**src/hw/clk_agc_pkg.sv**
```systemverilog
// constants for the clock source and left attack time register slice
// assumes an 8-bit register port with a 7-bit register address
`default_nettype none
package clk_agc_pkg;
  // ==========================================================
  // register offsets
  localparam logic [6:0] ADDR_RESERVED_SLOT_A   = 7'h64;
  localparam logic [6:0] ADDR_CORE_CLOCK_SRC    = 7'h65;
  localparam logic [6:0] ADDR_CLOCK_GEN_CTRL    = 7'h66;
  localparam logic [6:0] ADDR_LEFT_ATTACK_TIME  = 7'h67;
  // ==========================================================
  // reset values
  localparam logic [7:0] RST_RESERVED_SLOT_A    = 8'h00;
  localparam logic [7:0] RST_CORE_CLOCK_SRC     = 8'h00;
  localparam logic [7:0] RST_CLOCK_GEN_CTRL     = 8'h02;
  localparam logic [7:0] RST_LEFT_ATTACK_TIME   = 8'h00;
  // ==========================================================
  // field positions
  localparam int         POS_CORE_SEL           = 0;
  localparam int         POS_DIV_SEL_LO         = 6;
  localparam int         POS_PLL_SEL_LO         = 4;
  localparam int         POS_PLL_N_LO           = 0;
  localparam int         POS_ATK_SRC            = 7;
  localparam int         POS_ATK_BASE_LO        = 5;
  localparam int         POS_ATK_MULT_LO        = 2;
  // writable bit masks
  localparam logic [7:0] MASK_CORE_CLOCK_SRC    = 8'h01;
  localparam logic [7:0] MASK_CLOCK_GEN_CTRL    = 8'hFF;
  localparam logic [7:0] MASK_LEFT_ATTACK_TIME  = 8'hFC;
  // ==========================================================
  // clock source codes
  localparam logic [1:0] SRC_MASTER_CLOCK       = 2'h0;
  localparam logic [1:0] SRC_BIT_CLOCK          = 2'h2;
  // pll divider codes with special meaning
  localparam logic [3:0] N_CODE_16              = 4'h0;
  localparam logic [3:0] N_CODE_17              = 4'h1;
  localparam logic [4:0] N_VALUE_16             = 5'h10;
  localparam logic [4:0] N_VALUE_17             = 5'h11;
  // baseline attack times in milliseconds
  localparam logic [3:0] ATK_MS_00              = 4'h7;
  localparam logic [3:0] ATK_MS_01              = 4'h8;
  localparam logic [3:0] ATK_MS_10              = 4'hA;
  localparam logic [3:0] ATK_MS_11              = 4'hB;
endpackage : clk_agc_pkg
`default_nettype wire

```
**src/hw/cfg_reg8.sv**
```systemverilog
// one 8-bit configuration register with writable mask and reset value
// assumes write strobe in the i_clk_sys domain
`default_nettype none
module cfg_reg8 #(
  parameter logic [7:0] RESET_VAL = 8'h00,
  parameter logic [7:0] WR_MASK   = 8'hFF
) (
  input  wire logic       i_clk_sys,
  input  wire logic       i_sys_rst,
  input  wire logic       i_we,
  input  wire logic [7:0] i_wdata,
  output logic      [7:0] o_value
);
  // ==========================================================
  // storage; bits outside the mask stay at their reset value
  always_ff @(posedge i_clk_sys) begin
    if (i_sys_rst) begin
      o_value <= RESET_VAL;
    end else if (i_we) begin
      o_value <= (i_wdata & WR_MASK) | (RESET_VAL & ~WR_MASK);
    end
  end
endmodule : cfg_reg8
`default_nettype wire

```
**src/hw/codec_clock_agc_attack_regs.sv**
```systemverilog
// clock source selection and left attack time register slice
// assumes a host register port with address, write strobe and data
`default_nettype none
module codec_clock_agc_attack_regs
  import clk_agc_pkg::*;
(
  input  wire logic       i_clk_sys,
  input  wire logic       i_sys_rst,
  input  wire logic [6:0] i_reg_addr,
  input  wire logic       i_reg_we,
  input  wire logic [7:0] i_reg_wdata,
  output logic      [7:0] o_reg_rdata,
  output logic            o_core_clock_input_sel,
  output logic      [1:0] o_divider_path_input_sel,
  output logic      [1:0] o_pll_reference_input_sel,
  output logic      [4:0] o_pll_n_value,
  output logic            o_attack_from_local,
  output logic      [3:0] o_attack_base_ms,
  output logic      [7:0] o_attack_mult,
  output logic     [10:0] o_attack_time_ms
);
  import clk_agc_pkg::*;

  logic [7:0] core_src_q;
  logic [7:0] clk_gen_q;
  logic [7:0] atk_q;
  logic [7:0] rdata_d;
  logic [3:0] base_d;
  logic [4:0] n_d;
  logic [7:0] mult_d;
  logic       rst_prev_q;

  // ==========================================================
  // registers; masked bits keep reset value
  cfg_reg8 #(.RESET_VAL(RST_CORE_CLOCK_SRC), .WR_MASK(MASK_CORE_CLOCK_SRC)) u_core (
    .i_clk_sys (i_clk_sys),
    .i_sys_rst (i_sys_rst),
    .i_we      (i_reg_we && i_reg_addr == ADDR_CORE_CLOCK_SRC),
    .i_wdata   (i_reg_wdata),
    .o_value   (core_src_q)
  );
  cfg_reg8 #(.RESET_VAL(RST_CLOCK_GEN_CTRL), .WR_MASK(MASK_CLOCK_GEN_CTRL)) u_gen (
    .i_clk_sys (i_clk_sys),
    .i_sys_rst (i_sys_rst),
    .i_we      (i_reg_we && i_reg_addr == ADDR_CLOCK_GEN_CTRL),
    .i_wdata   (i_reg_wdata),
    .o_value   (clk_gen_q)
  );
  cfg_reg8 #(.RESET_VAL(RST_LEFT_ATTACK_TIME), .WR_MASK(MASK_LEFT_ATTACK_TIME)) u_atk (
    .i_clk_sys (i_clk_sys),
    .i_sys_rst (i_sys_rst),
    .i_we      (i_reg_we && i_reg_addr == ADDR_LEFT_ATTACK_TIME),
    .i_wdata   (i_reg_wdata),
    .o_value   (atk_q)
  );

  // ==========================================================
  // read mux; reserved slot and unmapped addresses read zero
  always_comb begin
    unique case (i_reg_addr)
      ADDR_RESERVED_SLOT_A:  rdata_d = RST_RESERVED_SLOT_A;
      ADDR_CORE_CLOCK_SRC:   rdata_d = core_src_q;
      ADDR_CLOCK_GEN_CTRL:   rdata_d = clk_gen_q;
      ADDR_LEFT_ATTACK_TIME: rdata_d = atk_q;
      default:               rdata_d = 8'h00;
    endcase
  end

  // read data registered, valid one cycle after address
  always_ff @(posedge i_clk_sys) begin
    if (i_sys_rst) begin
      o_reg_rdata <= 8'h00;
    end else begin
      o_reg_rdata <= rdata_d;
    end
  end

  // ==========================================================
  // decode divider code, baseline time and multiplier
  always_comb begin
    unique case (clk_gen_q[POS_PLL_N_LO +: 4])
      N_CODE_16: n_d = N_VALUE_16;
      N_CODE_17: n_d = N_VALUE_17;
      default:   n_d = {1'b0, clk_gen_q[POS_PLL_N_LO +: 4]};
    endcase
    unique case (atk_q[POS_ATK_BASE_LO +: 2])
      2'h0:    base_d = ATK_MS_00;
      2'h1:    base_d = ATK_MS_01;
      2'h2:    base_d = ATK_MS_10;
      default: base_d = ATK_MS_11;
    endcase
    mult_d = 8'h01 << atk_q[POS_ATK_MULT_LO +: 3];
  end

  // ==========================================================
  // control outputs from flip-flops
  always_ff @(posedge i_clk_sys) begin
    if (i_sys_rst) begin
      o_core_clock_input_sel    <= 1'b0;
      o_divider_path_input_sel  <= SRC_MASTER_CLOCK;
      o_pll_reference_input_sel <= SRC_MASTER_CLOCK;
      o_pll_n_value             <= 5'h02;
      o_attack_from_local       <= 1'b0;
      o_attack_base_ms          <= ATK_MS_00;
      o_attack_mult             <= 8'h01;
      o_attack_time_ms          <= 11'h007;
    end else begin
      o_core_clock_input_sel    <= core_src_q[POS_CORE_SEL];
      o_divider_path_input_sel  <= clk_gen_q[POS_DIV_SEL_LO +: 2];
      o_pll_reference_input_sel <= clk_gen_q[POS_PLL_SEL_LO +: 2];
      o_pll_n_value             <= n_d;
      o_attack_from_local       <= atk_q[POS_ATK_SRC];
      o_attack_base_ms          <= base_d;
      o_attack_mult             <= mult_d;
      o_attack_time_ms          <= 11'({7'h00, base_d} << atk_q[POS_ATK_MULT_LO +: 3]);
    end
  end

  // ==========================================================
  // reset values, seen one edge after reset was sampled
  // remembers the last reset sample; needs no reset of its own
  always_ff @(posedge i_clk_sys) begin
    rst_prev_q <= i_sys_rst;
  end
endmodule : codec_clock_agc_attack_regs
`default_nettype wire

```
**config.mk**
```make
export PLATFORM = sky130hd
export DESIGN_NAME = codec_clock_agc_attack_regs
export DESIGN_NICKNAME = d
export VERILOG_FILES = /design/src/hw/clk_agc_pkg.sv /design/src/hw/cfg_reg8.sv /design/src/hw/codec_clock_agc_attack_regs.sv
export SDC_FILE = /design/constraint.sdc
export NUM_CORES = 1
export LEC_CHECK = 0
export BUFFER_PORTS_ARGS = -buffer_cell sky130_fd_sc_hd__buf_2
export CORE_ASPECT_RATIO = 0.75
export CORE_MARGIN = 2
export CORE_UTILIZATION = 53
export DETAILED_ROUTE_END_ITERATION = 8
export HOLD_SLACK_MARGIN = 0.1
export PLACE_DENSITY = 0.93
export SYNTH_ARGS = -nofsm -noshare
export SYNTH_HDL_FRONTEND = slang
export SYNTH_SLANG_ARGS = --single-unit
```
**constraint.sdc**
```tcl
create_clock -name i_clk_sys -period 3.8 [get_ports i_clk_sys]
set_clock_uncertainty 0.1 [all_clocks]
set_input_delay 0.76 -clock i_clk_sys [delete_from_list [all_inputs] [get_ports i_clk_sys]]
set_output_delay 0.76 -clock i_clk_sys [all_outputs]
set_load 0.02 [all_outputs]
```
==> key figures, run 1 <==
Floorplan
  • Die Height: 56.98 um
  • Top-Level Pins: 60
  • Core area: 3613 sq um
  • Num rows: 19
  • Die area: 4252 sq um
  • Initial core utilization: 54.88%
  • Die Width: 74.64 um

Timing
  • RSZ-0062 raised after global routing: no
  • Slew margin rel.: 19.75%
  • Slew Viols, Final: 0
  • Final Hold Fails: 0
  • Tcrit/Tclk final: 57.91%
  • Setup_tns: 0 ps
  • Final setup fails: 0
  • Max Clk Rate: 454.4 MHz
  • Final min period: 2201 ps
  • Worst Tran Pin Value: 1201 ps

Clock network
  • Num CTS Buffers: 9
  • Reg clk slew, reported paths: 70 ps
  • H-tree levels: 3
  • Hold bufs inserted after CTS: 0
  • Worst-Skew Late Latency: 340 ps
  • CTS tree: yes
  • Post-CTS Setup Inserts: 0
  • Post-cts resize count: 0
  • Worst-case clock buffer depth: 2
  • CTS root buf: clkbuf_8
  • CTS Sinks: 57

Worst hold path
  • Worst hold path type: reg2reg
  • Hold path start: u_core.o_value[0]
  • Hold path cells: 2
  • Hold Path End: o_reg_rdata[0]

Drt
  • Total number of vias: 1555
  • Drt drc: 0
  • Vias per cell: 5.000
  • Drt pass-1 iters: 4
  • WL/cell: 13.56 um
  • Total Wirelength: 4.218 mm
  • DR iter-0 viols: 158
  • ANT nets after route: 0

Finish
  • Commonest non-fill, non-tap cells in the layout: 59 x buf_2, 57 x dfxtp_1, 25 x nand2_1, 20 x mux2i_1, 16 x nor2_1
  • Area delta synth->final: 27.07%
  • Share of layout cells above drive strength 1: 30.50%
  • Net count, final: 274
  • Fill count: 284
  • Non-Filler Instances: 311
  • N_diodes: 0
  • Leading cell type in the layout, fill and taps excluded: buf_2
  • Final instance area: 2520 sq um

GRT
  • GRT Util Overall: 22.02%
  • Congestion Overflow GR: 0
  • Vias in the first global route: 1470
  • Largest net degree at the start of global routing: 26
  • Global-route wire length before repair: 6.720 mm
  • Antenna violations before repair: 0

Power
  • Pleak: 1.223 nW
  • Clock share of power: 50.0%
  • Register share of total power: 47.3%
  • Tot Pwr: 1.267 mW
  • Max VDD drop: 328.1 uV
  • Pint: 1.014 mW
  • Switching Share: 19.97%
  • Power density cells: 502.9 nW/um^2
  • Comb pwr share: 2.7%
  • Switch Pwr: 253.1 uW

Setup path
  • Critical Path Fanout Max: 8
  • Reg2Reg Depth: 3
  • Data arrival, critical path: 2360 ps
  • R2R setup slack: 2000 ps
  • Worst r2r dst: o_attack_time_ms[4]
  • WS Path Type: in2reg
  • Crit. End Element: register
  • Startpoint Class: input port
  • Critical R2R Launch: u_atk.o_value[4]
  • Data required, critical path: 3960 ps

Placement
  • Port buffer count: 59
  • Placed cell areas: 2291 sq um
  • Placed insts: 295
  • RePlAce Congestion: 0.7900
  • Post-detail-place hpwl: 2.883 mm

Yosys
  • Synth area leaders: dfxtp_1 58%, mux2i_1 10%, nand2_1 4.7%
  • Synth area leader: dfxtp_1
  • Post-synthesis xor/xnor area fraction: 0.4416%
  • Seq cells post-synth: 57
  • Yosys warnings: 0
  • Simple-gate share of the synthesized area: 18.68%
  • Adder-cell share of the synthesized area: 1.262%
  • Compound-gate portion of the synthesized area: 6.372%
  • Mapped cell area: 1983 sq um
  • Post-Syn Area per Cell: 10.17 sq um
  • Area share of the largest cell type after synthesis: 57.54%
  • Number of library cell types mapped by synthesis: 35
  • Post-synthesis mux area share: 10.09%
  • Largest family of logic cells by synthesized area: simple AND/OR/NAND/NOR gates
  • Post-Synthesis Cells: 195
  • Syn Nets: 215
  • Register area share after synthesis: 57.54%

Status
  • Status: finished, final reports clean

Job
  • Max-Cap Viols: 0
## layout make-up
| cell class | instances | area, sq um | share of cell area, % |
|---|---|---|---|
| sequential | 57 | 1141 | 45.28 |
| multi-input combinational | 113 | 737.0 | 29.25 |
| timing repair buffer | 59 | 295.3 | 11.72 |
| clock buffer | 11 | 151.4 | 6.008 |
| clock inverter | 5 | 77.57 | 3.078 |
| tap | 52 | 65.06 | 2.582 |
| inverter | 14 | 52.55 | 2.085 |
## power by group through the flow
stage / clock, mW / combinational [mW] / sequential [mW]
2_1_floorplan: 0 / 0.0180 / 0.613
3_3_place_gp: 0 / 0.0322 / 0.612
3_5_place_dp: 0 / 0.0337 / 0.612
4_1_cts: 0.645 / 0.0341 / 0.599
5_1_grt: 0.669 / 0.0376 / 0.599
6_report: 0.634 / 0.0345 / 0.599
## how the worst max path moves through the flow
stage,endpoint,cells after the start,slack (ps),start
floorplan,u_atk.o_value[4],4,2030,i_reg_addr[4]
global placement,u_gen.o_value[5],4,1390,i_reg_addr[4]
detailed placement,u_gen.o_value[2],4,1290,i_reg_addr[4]
CTS,u_gen.o_value[2],4,1640,i_reg_addr[4]
global route,u_gen.o_value[2],4,1540,i_reg_addr[4]
finish,u_gen.o_value[2],4,1600,i_reg_addr[4]
## stage by stage
stage                     worst slack [ps]  utilization [%]  hold slack [ps]
after global placement                1393            63.40            334.7
final                                 1599            69.74            356.4
after global routing                  1536            69.74            382.2
after floorplan                       2029                -            315.7
after CTS                             1643            69.74            352.8
after detailed placement              1285            63.40            339.2
## registers in the layout, summed over array words and instances (netlist names)
signal                     cells
o_core_clock_input_sel         1
u_atk.o_value                  6
u_gen.o_value                  8
o_pll_reference_input_sel      2
o_reg_rdata                    8
o_attack_base_ms               4
o_attack_from_local            1
o_divider_path_input_sel       2
u_core.o_value                 1
o_attack_time_ms              11
o_attack_mult                  8
o_pll_n_value                  5
## cell families (layout without fill, tap and decap cells)
kind of cell / Yosys count / count (layout)
XOR/XNOR: 1 / 1
buffers and inverters: 25 / 89
AO/OA/AOI/OAI: 18 / 18
flip-flops: 57 / 57
AND/OR/NAND/NOR: 72 / 72
multiplexers: 20 / 20
adder cells (fa/ha/maj): 2 / 2
## synthesized netlist by cell type, drive strengths merged
| cell | n |
|---|---|
| a211o | 2 |
| a211oi | 1 |
| a21oi | 3 |
| a311o | 1 |
| and2 | 1 |
| and2b | 2 |
| buf | 5 |
| clkbuf | 6 |
| dfxtp | 57 |
| ha | 2 |
| inv | 14 |
| mux2i | 20 |
| nand2 | 25 |
| nand2b | 6 |
| nand3 | 2 |
| nand4 | 1 |
| nand4b | 2 |
| nor2 | 16 |
| nor2b | 5 |
| nor3 | 6 |
| nor3b | 1 |
| nor4b | 1 |
| o21ai | 5 |
| o311ai | 1 |
| o31ai | 2 |
| o32a | 1 |
| o41ai | 2 |
| or2 | 1 |
| or3 | 1 |
| or4 | 1 |
| or4b | 1 |
| xnor2 | 1 |
## critical path, cell delays in order
cell and delay (ps):
buf_2 110, nand2b_1 180, nor4b_2 1020, mux2i_1 280
## metal layers
metal	vias up	global-route usage (%)	share of wire, %
met5	-	0	0
met4	0	12.24	3.9
met3	19	8.657	7.5
met2	85	33.12	45
met1	686	27.02	44
li1	765	-	-
No activity file was read; power rests on OpenSTA's default activity.
==> run 2: changes to the inputs <==
--- a/config.mk
+++ b/config.mk
@@ -8,10 +8,10 @@
 export BUFFER_PORTS_ARGS = -buffer_cell sky130_fd_sc_hd__buf_2
 export CORE_ASPECT_RATIO = 0.75
 export CORE_MARGIN = 2
-export CORE_UTILIZATION = 53
+export CORE_UTILIZATION = 45
 export DETAILED_ROUTE_END_ITERATION = 8
 export HOLD_SLACK_MARGIN = 0.1
-export PLACE_DENSITY = 0.93
+export PLACE_DENSITY = 0.85
 export SYNTH_ARGS = -nofsm -noshare
 export SYNTH_HDL_FRONTEND = slang
 export SYNTH_SLANG_ARGS = --single-unit
==> constraint.sdc (replaced) <==
create_clock -name i_clk_sys -period 1.9 [get_ports i_clk_sys]
set_clock_uncertainty 0.1 [all_clocks]
set_input_delay 0.38 -clock i_clk_sys [delete_from_list [all_inputs] [get_ports i_clk_sys]]
set_output_delay 0.38 -clock i_clk_sys [all_outputs]
set_load 0.02 [all_outputs]
==> run 2 against run 1 <==
Global-route usage is 3.0 points lower. Largest cell class unchanged. Critical endpoint is now o_attack_time_ms[3]. Cell count up 2.9%. Clock power grew 55%. Flip-flop and latch count unchanged. Worst hold slack got worse by 160 ps. Via count increased by 0.19%.
==> key figures, run 2 (synthesis gave the netlist of run 1 again) <==
Status
  • Status: finished, final reports clean

Floorplan
  • Die Height: 61.49 um (+7.9%)
  • Top-Level Pins: 60 (unchanged)
  • Initial core utilization: 48.03% (-6.9 points)
  • Die area: 4959 sq um (+17%)
  • Die Width: 80.66 um (+8.1%)
  • Num rows: 20 (+1)
  • Core area: 4129 sq um (+14%)

Clock network
  • CTS root buf: clkbuf_8
  • Post-cts resize count: 0 (unchanged)
  • Hold bufs inserted after CTS: 0 (unchanged)
  • Worst-Skew Late Latency: 340 ps (about the same)
  • Num CTS Buffers: 9 (unchanged)
  • Reg clk slew, reported paths: 60 ps (about the same)
  • Post-CTS Setup Inserts: 0 (unchanged)
  • Worst-case clock buffer depth: 2 (unchanged)
  • CTS tree: yes
  • CTS Sinks: 57 (unchanged)
  • H-tree levels: 3 (unchanged)

GRT
  • Congestion Overflow GR: 0 (unchanged)
  • Vias in the first global route: 1467 (-0.20%)
  • Largest net degree at the start of global routing: 19 (-27%)
  • GRT Util Overall: 19.07% (-3.0 points)
  • Antenna violations before repair: 0 (unchanged)
  • Global-route wire length before repair: 6.817 mm (+1.4%)

Setup path
  • WS Path Type: reg2reg
  • Critical Path Fanout Max: 6 (-2)
  • Worst path cell trace: inv_1 > ha_1 > nor2b_1 > a211o_1 > a211oi_1
  • Crit. End Element: register
  • Startpoint Class: register
  • Slowest cell delay on critical path: 370 ps (-650 ps)
  • Data arrival, critical path: 1790 ps (-570 ps)
  • Slowest-stage cell, CP: dfxtp_1
  • Data required, critical path: 2060 ps (-1900 ps)

Timing
  • Final setup fails: 0 (unchanged)
  • Tcrit/Tclk final: 85.84%
  • WHS: 195.0 ps (-161.4 ps)
  • Slew margin rel.: 62.22% (+42 points)
  • RSZ-0062 raised after global routing: no
  • Setup_tns: 0 ps (unchanged)
  • Max Clk Rate: 613.1 MHz
  • Final Hold Fails: 0 (unchanged)
  • Min setup slack post-route: 269.0 ps (-1330 ps)
  • Worst Tran Pin Value: 565.9 ps (-634.8 ps)
  • Final min period: 1631 ps
  • Slew Viols, Final: 0 (unchanged)

Drt
  • Total number of vias: 1558 (+0.19%)
  • ANT nets after route: 0 (unchanged)
  • DR iter-0 viols: 98 (-38%)
  • Total Wirelength: 4.181 mm (-0.88%)
  • Drt pass-1 iters: 4 (unchanged)
  • Drt drc: 0 (unchanged)
  • WL/cell: 13.07 um (-3.7%)
  • Vias per cell: 4.869 (-2.6%)

Power
  • Switching Share: 21.55% (+1.6 points)
  • Switch Pwr: 485.2 uW (+92%)
  • Pleak: 1.231 nW (+0.60%)
  • Power density cells: 895.7 nW/um^2 (+78%)
  • Tot Pwr: 2.251 mW (+78%)
  • Clock share of power: 43.5% (-6.5 points)
  • Max VDD drop: 490.9 uV (+50%)
  • Register share of total power: 53.2% (+5.9 points)
  • Pint: 1.766 mW (+74%)
  • Comb pwr share: 3.2% (+0.5 points)

Placement
  • Post-detail-place hpwl: 2.951 mm (+2.4%)
  • Placed insts: 304 (+3.1%)
  • RePlAce Congestion: 0.8575 (+8.5%)
  • Post-Place Worst Slack: 263.5 ps (-1022 ps)
  • Port buffer count: 59 (unchanged)

Worst hold path
  • Worst hold path type: in2reg

Finish
  • Share of layout cells above drive strength 1: 31.32% (+0.82 points)
  • Register area: 1141 sq um (unchanged)
  • Leading cell type in the layout, fill and taps excluded: buf_2
  • Commonest non-fill, non-tap cells in the layout: 59 x buf_2, 57 x dfxtp_1, 25 x nand2_1, 20 x mux2i_1, 16 x nor2_1
  • Fill count: 387 (+36%)
  • Net count, final: 280 (+2.2%)
  • Non-Filler Instances: 320 (+2.9%)
  • Area delta synth->final: 26.75%
  • Biggest register: o_attack_time_ms
  • Max reg flops: 11 (unchanged)
  • Area occupied by multi-input gates: 737.0 sq um (unchanged)
  • N_diodes: 0 (unchanged)

Job
  • Max-Cap Viols: 0 (unchanged)
-- run 2: critical path, delay by kind of cell (launching register included) --
kind | cells | cell delay, ps
AO/OA/AOI/OAI | 2 | 530
adder cells (fa/ha/maj) | 1 | 290
buffers and inverters | 1 | 60
flip-flops | 1 | 370
AND/OR/NAND/NOR | 1 | 210
-- run 2: area by class of cell --
| class | instances | area share (%) |
|---|---|---|
| Sequential cell | 57 | 45.40 |
| Multi-Input combinational cell | 113 | 29.32 |
| Timing Repair Buffer | 65 | 13.54 |
| Clock buffer | 13 | 6.322 |
| Tap cell | 55 | 2.738 |
| Inverter | 14 | 2.091 |
| Clock inverter | 3 | 0.5973 |
-- run 2: final timing paths --
path / startpoint / to / slack [ps] / cells past startpoint
max: u_atk.o_value[5] / o_attack_time_ms[3] / 270 / 5
min: i_sys_rst / o_attack_time_ms[4] / 200 / 2
min reg2reg: u_core.o_value[0] / o_reg_rdata[0] / 350 / 2
max reg2reg: u_atk.o_value[5] / o_attack_time_ms[3] / 270 / 5
-- run 2: power groups by stage --
stage	logic, mW	registers [mW]	clock network [mW]
final	0.0729	1.20	0.980
after global routing	0.0797	1.20	1.07
after CTS	0.0721	1.20	1.00
after detailed placement	0.0716	1.22	0
after global placement	0.0703	1.22	0
after floorplan	0.0360	1.23	0
-- run 2: metrics by stage --
step	cell area [sq um]	util, %
detailed placement	2340	56.67
global route	2514	60.88
global placement	2340	56.67
finish	2514	60.88
CTS	2514	60.88
floorplan	1983	-
-- run 2: routing by layer --
metal,share of wire (%),global-route usage (%),wire [um],vias to the layer above
li1,-,-,-,781
met1,46,23.37,1905,722
met2,46,30.24,1905,51
met3,8.2,9.971,342,4
met4,0.69,4.600,29,0
met5,0,0,0,-
==> run 3: changes to the inputs <==
--- a/config.mk
+++ b/config.mk
@@ -5,13 +5,15 @@
 export SDC_FILE = /design/constraint.sdc
 export NUM_CORES = 1
 export LEC_CHECK = 0
-export BUFFER_PORTS_ARGS = -buffer_cell sky130_fd_sc_hd__buf_2
+export ABC_CLOCK_PERIOD_IN_PS = 1900
 export CORE_ASPECT_RATIO = 0.75
 export CORE_MARGIN = 2
-export CORE_UTILIZATION = 45
+export CORE_UTILIZATION = 54
 export DETAILED_ROUTE_END_ITERATION = 8
+export DONT_BUFFER_PORTS = 1
 export HOLD_SLACK_MARGIN = 0.1
-export PLACE_DENSITY = 0.85
+export PLACE_DENSITY = 0.83
+export SETUP_SLACK_MARGIN = 0.15
 export SYNTH_ARGS = -nofsm -noshare
 export SYNTH_HDL_FRONTEND = slang
 export SYNTH_SLANG_ARGS = --single-unit
==> run 3 against run 2 <==
Via count decreased by 11%. Worst hold slack got worse by 81 ps. Global-route usage increased by 3.0 points. Non-clock buffer count decreased by 55. Cell area decreased by 7.5%. Critical path type unchanged. Sequential power about the same.
==> key figures, run 3 (synthesis gave the netlist of run 1 again) <==
Placement
  • Port buffer count: 0 (-100%)
  • Post-detail-place hpwl: 2.579 mm (-13%)
  • RePlAce Congestion: 0.7599 (-11%)
  • Placed insts: 241 (-21%)
  • Post-Place Worst Slack: 288.9 ps (+25.36 ps)
  • Placed cell areas: 2033 sq um (-13%)

Finish
  • Fill count: 318 (-18%)
  • Biggest register: o_attack_time_ms
  • Share of layout cells above drive strength 1: 12.38% (-19 points)
  • Final core area utilization: 64.76% (+3.9 points)
  • Leading cell type in the layout, fill and taps excluded: dfxtp_1
  • Final instance area: 2325 sq um (-7.5%)
  • Non-Filler Instances: 262 (-18%)
  • Net count, final: 225 (-20%)
  • Area delta synth->final: 17.22%
  • Commonest non-fill, non-tap cells in the layout: 57 x dfxtp_1, 25 x nand2_1, 20 x mux2i_1, 16 x nor2_1, 14 x inv_1
  • N_diodes: 0 (unchanged)
  • Max reg flops: 11 (unchanged)

Status
  • Status: finished, final reports clean

Clock network
  • Worst-Skew Late Latency: 340 ps (about the same)
  • H-tree levels: 3 (unchanged)
  • Post-CTS Setup Inserts: 0 (unchanged)
  • Reg clk slew, reported paths: 60 ps (about the same)
  • Worst-case clock buffer depth: 2 (unchanged)
  • Num CTS Buffers: 9 (unchanged)
  • CTS tree: yes
  • CTS Sinks: 57 (unchanged)
  • CTS root buf: clkbuf_8

GRT
  • GRT met2 Usage: 30.36% (+0.12 points)
  • Grt met1 use: 27.42% (+4.0 points)
  • Congestion Overflow GR: 0 (unchanged)
  • GRT Util Overall: 22.04% (+3.0 points)
  • Met3 GRT Util: 12.75% (+2.8 points)
  • Global-route wire length before repair: 6.603 mm (-3.1%)
  • Largest net degree at the start of global routing: 19 (unchanged)
  • Most crowded layer after global routing: met2
  • Antenna violations before repair: 0 (unchanged)
  • Vias in the first global route: 1358 (-7.4%)

Drt
  • Vias per cell: 5.321 (+9.3%)
  • ANT nets after route: 0 (unchanged)
  • DR iter-0 viols: 109 (+11%)
  • Drt pass-1 iters: 4 (unchanged)
  • WL/cell: 15.24 um (+17%)
  • Total number of vias: 1394 (-11%)
  • Drt drc: 0 (unchanged)
  • Total Wirelength: 3.992 mm (-4.5%)

Setup path
  • Data arrival, critical path: 1810 ps (+20 ps)
  • Critical Path Fanout Max: 6 (unchanged)
  • R2R setup slack: 240 ps (-30 ps)
  • Cell count along the critical path: 5 (unchanged)
  • Reg2Reg Depth: 5 (unchanged)
  • Crit. End Element: register
  • Critical R2R Launch: u_atk.o_value[5]
  • Data required, critical path: 2050 ps (about the same)
  • Worst path bufs/invs: 1 (unchanged)
  • WS Path Type: reg2reg
  • Slowest-stage cell, CP: dfxtp_1
  • Startpoint Class: register
  • Worst r2r dst: o_attack_time_ms[3]
  • Largest delay share family, worst path: compound AO/OA/AOI/OAI gates
  • Slowest cell delay on critical path: 380 ps (about the same)
  • Worst path cell trace: inv_1 > ha_1 > nor2b_2 > a211o_1 > a211oi_1

Timing
  • Min setup slack post-route: 241.5 ps (-27.45 ps)
  • Final Hold Fails: 0 (unchanged)
  • Slew Viols, Final: 0 (unchanged)
  • Max Clk Rate: 603.0 MHz (-1.7%)
  • Final min period: 1658 ps (+27.45 ps)
  • Slew margin rel.: 59.88% (-2.3 points)
  • WHS: 113.7 ps (-81.30 ps)
  • RSZ-0062 raised after global routing: no
  • Tcrit/Tclk final: 87.29% (+1.4 points)
  • Setup_tns: 0 ps (unchanged)
  • Final setup fails: 0 (unchanged)
  • Worst Tran Pin Value: 600.9 ps (+35.05 ps)

Floorplan
  • Die area: 4178 sq um (-16%)
  • Num rows: 19 (-5.0%)
  • Die Width: 73.98 um (-8.3%)
  • Top-Level Pins: 60 (unchanged)
  • Core area: 3590 sq um (-13%)
  • Die Height: 56.48 um (-8.1%)
  • Initial core utilization: 55.25% (+7.2 points)

Power
  • Pleak: 1.004 nW (-18%)
  • Max VDD drop: 687.3 uV (+40%)
  • Tot Pwr: 2.561 mW (+14%)
  • Power density cells: 1101 nW/um^2 (+23%)

Worst hold path
  • Worst hold path type: in2reg
  • Hold path cells: 2 (unchanged)
  • Hold Path End: u_gen.o_value[6]
  • Hold path start: i_reg_wdata[6]

Job
  • Max-Cap Viols: 0 (unchanged)
==> run 3: worst reg2reg max path, delay by kind of cell (launching register included) <==
kind | cells | cell delay [ps]
buf+inv | 1 | 60
flops | 1 | 380
compound gates | 2 | 540
simple gates | 1 | 210
fa+ha+maj | 1 | 270
==> run 3: layout make-up <==
type                       instances  area (sq um)  area share [%]
timing repair buffer              10         87.58           3.767
clock inverter                     4         73.82           3.175
clock buffer                      12         165.2           7.104
inverter                          14         52.55           2.260
multi-input combinational        113         739.5           31.81
tap                               52         65.06           2.799
sequential                        57          1141           49.08
==> run 3: worst max path at each step <==
stage	start	end	slack, ps
floorplan	u_atk.o_value[5]	o_attack_time_ms[3]	430
global placement	u_atk.o_value[5]	o_attack_time_ms[4]	360
detailed placement	u_atk.o_value[5]	o_attack_time_ms[3]	290
CTS	u_atk.o_value[5]	o_attack_time_ms[3]	240
global route	u_atk.o_value[5]	o_attack_time_ms[3]	150
finish	u_atk.o_value[5]	o_attack_time_ms[3]	240
==> run 3: repair_timing <==
item / 4_1_cts / 5_1_grt
hold buffers: 5 / 0
endpoints found under the hold margin: 17 / 0
endpoints found under the setup margin: 0 / 1
gates resized for setup: 0 / 1
==> run 3: report_power, final <==
group	switching, mW	internal [mW]
Combinational	0.0268	0.0229
Sequential	0.00290	1.20
Clock	0.466	0.845
Total	0.496	2.06
==> run 3: metal layers <==
metal / wire length, um / share of wire (%) / vias up
li1: - / - / 666
met1: 1684 / 42 / 662
met2: 1872 / 47 / 54
met3: 344 / 8.6 / 12
met4: 91 / 2.3 / 0
met5: 0 / 0 / -
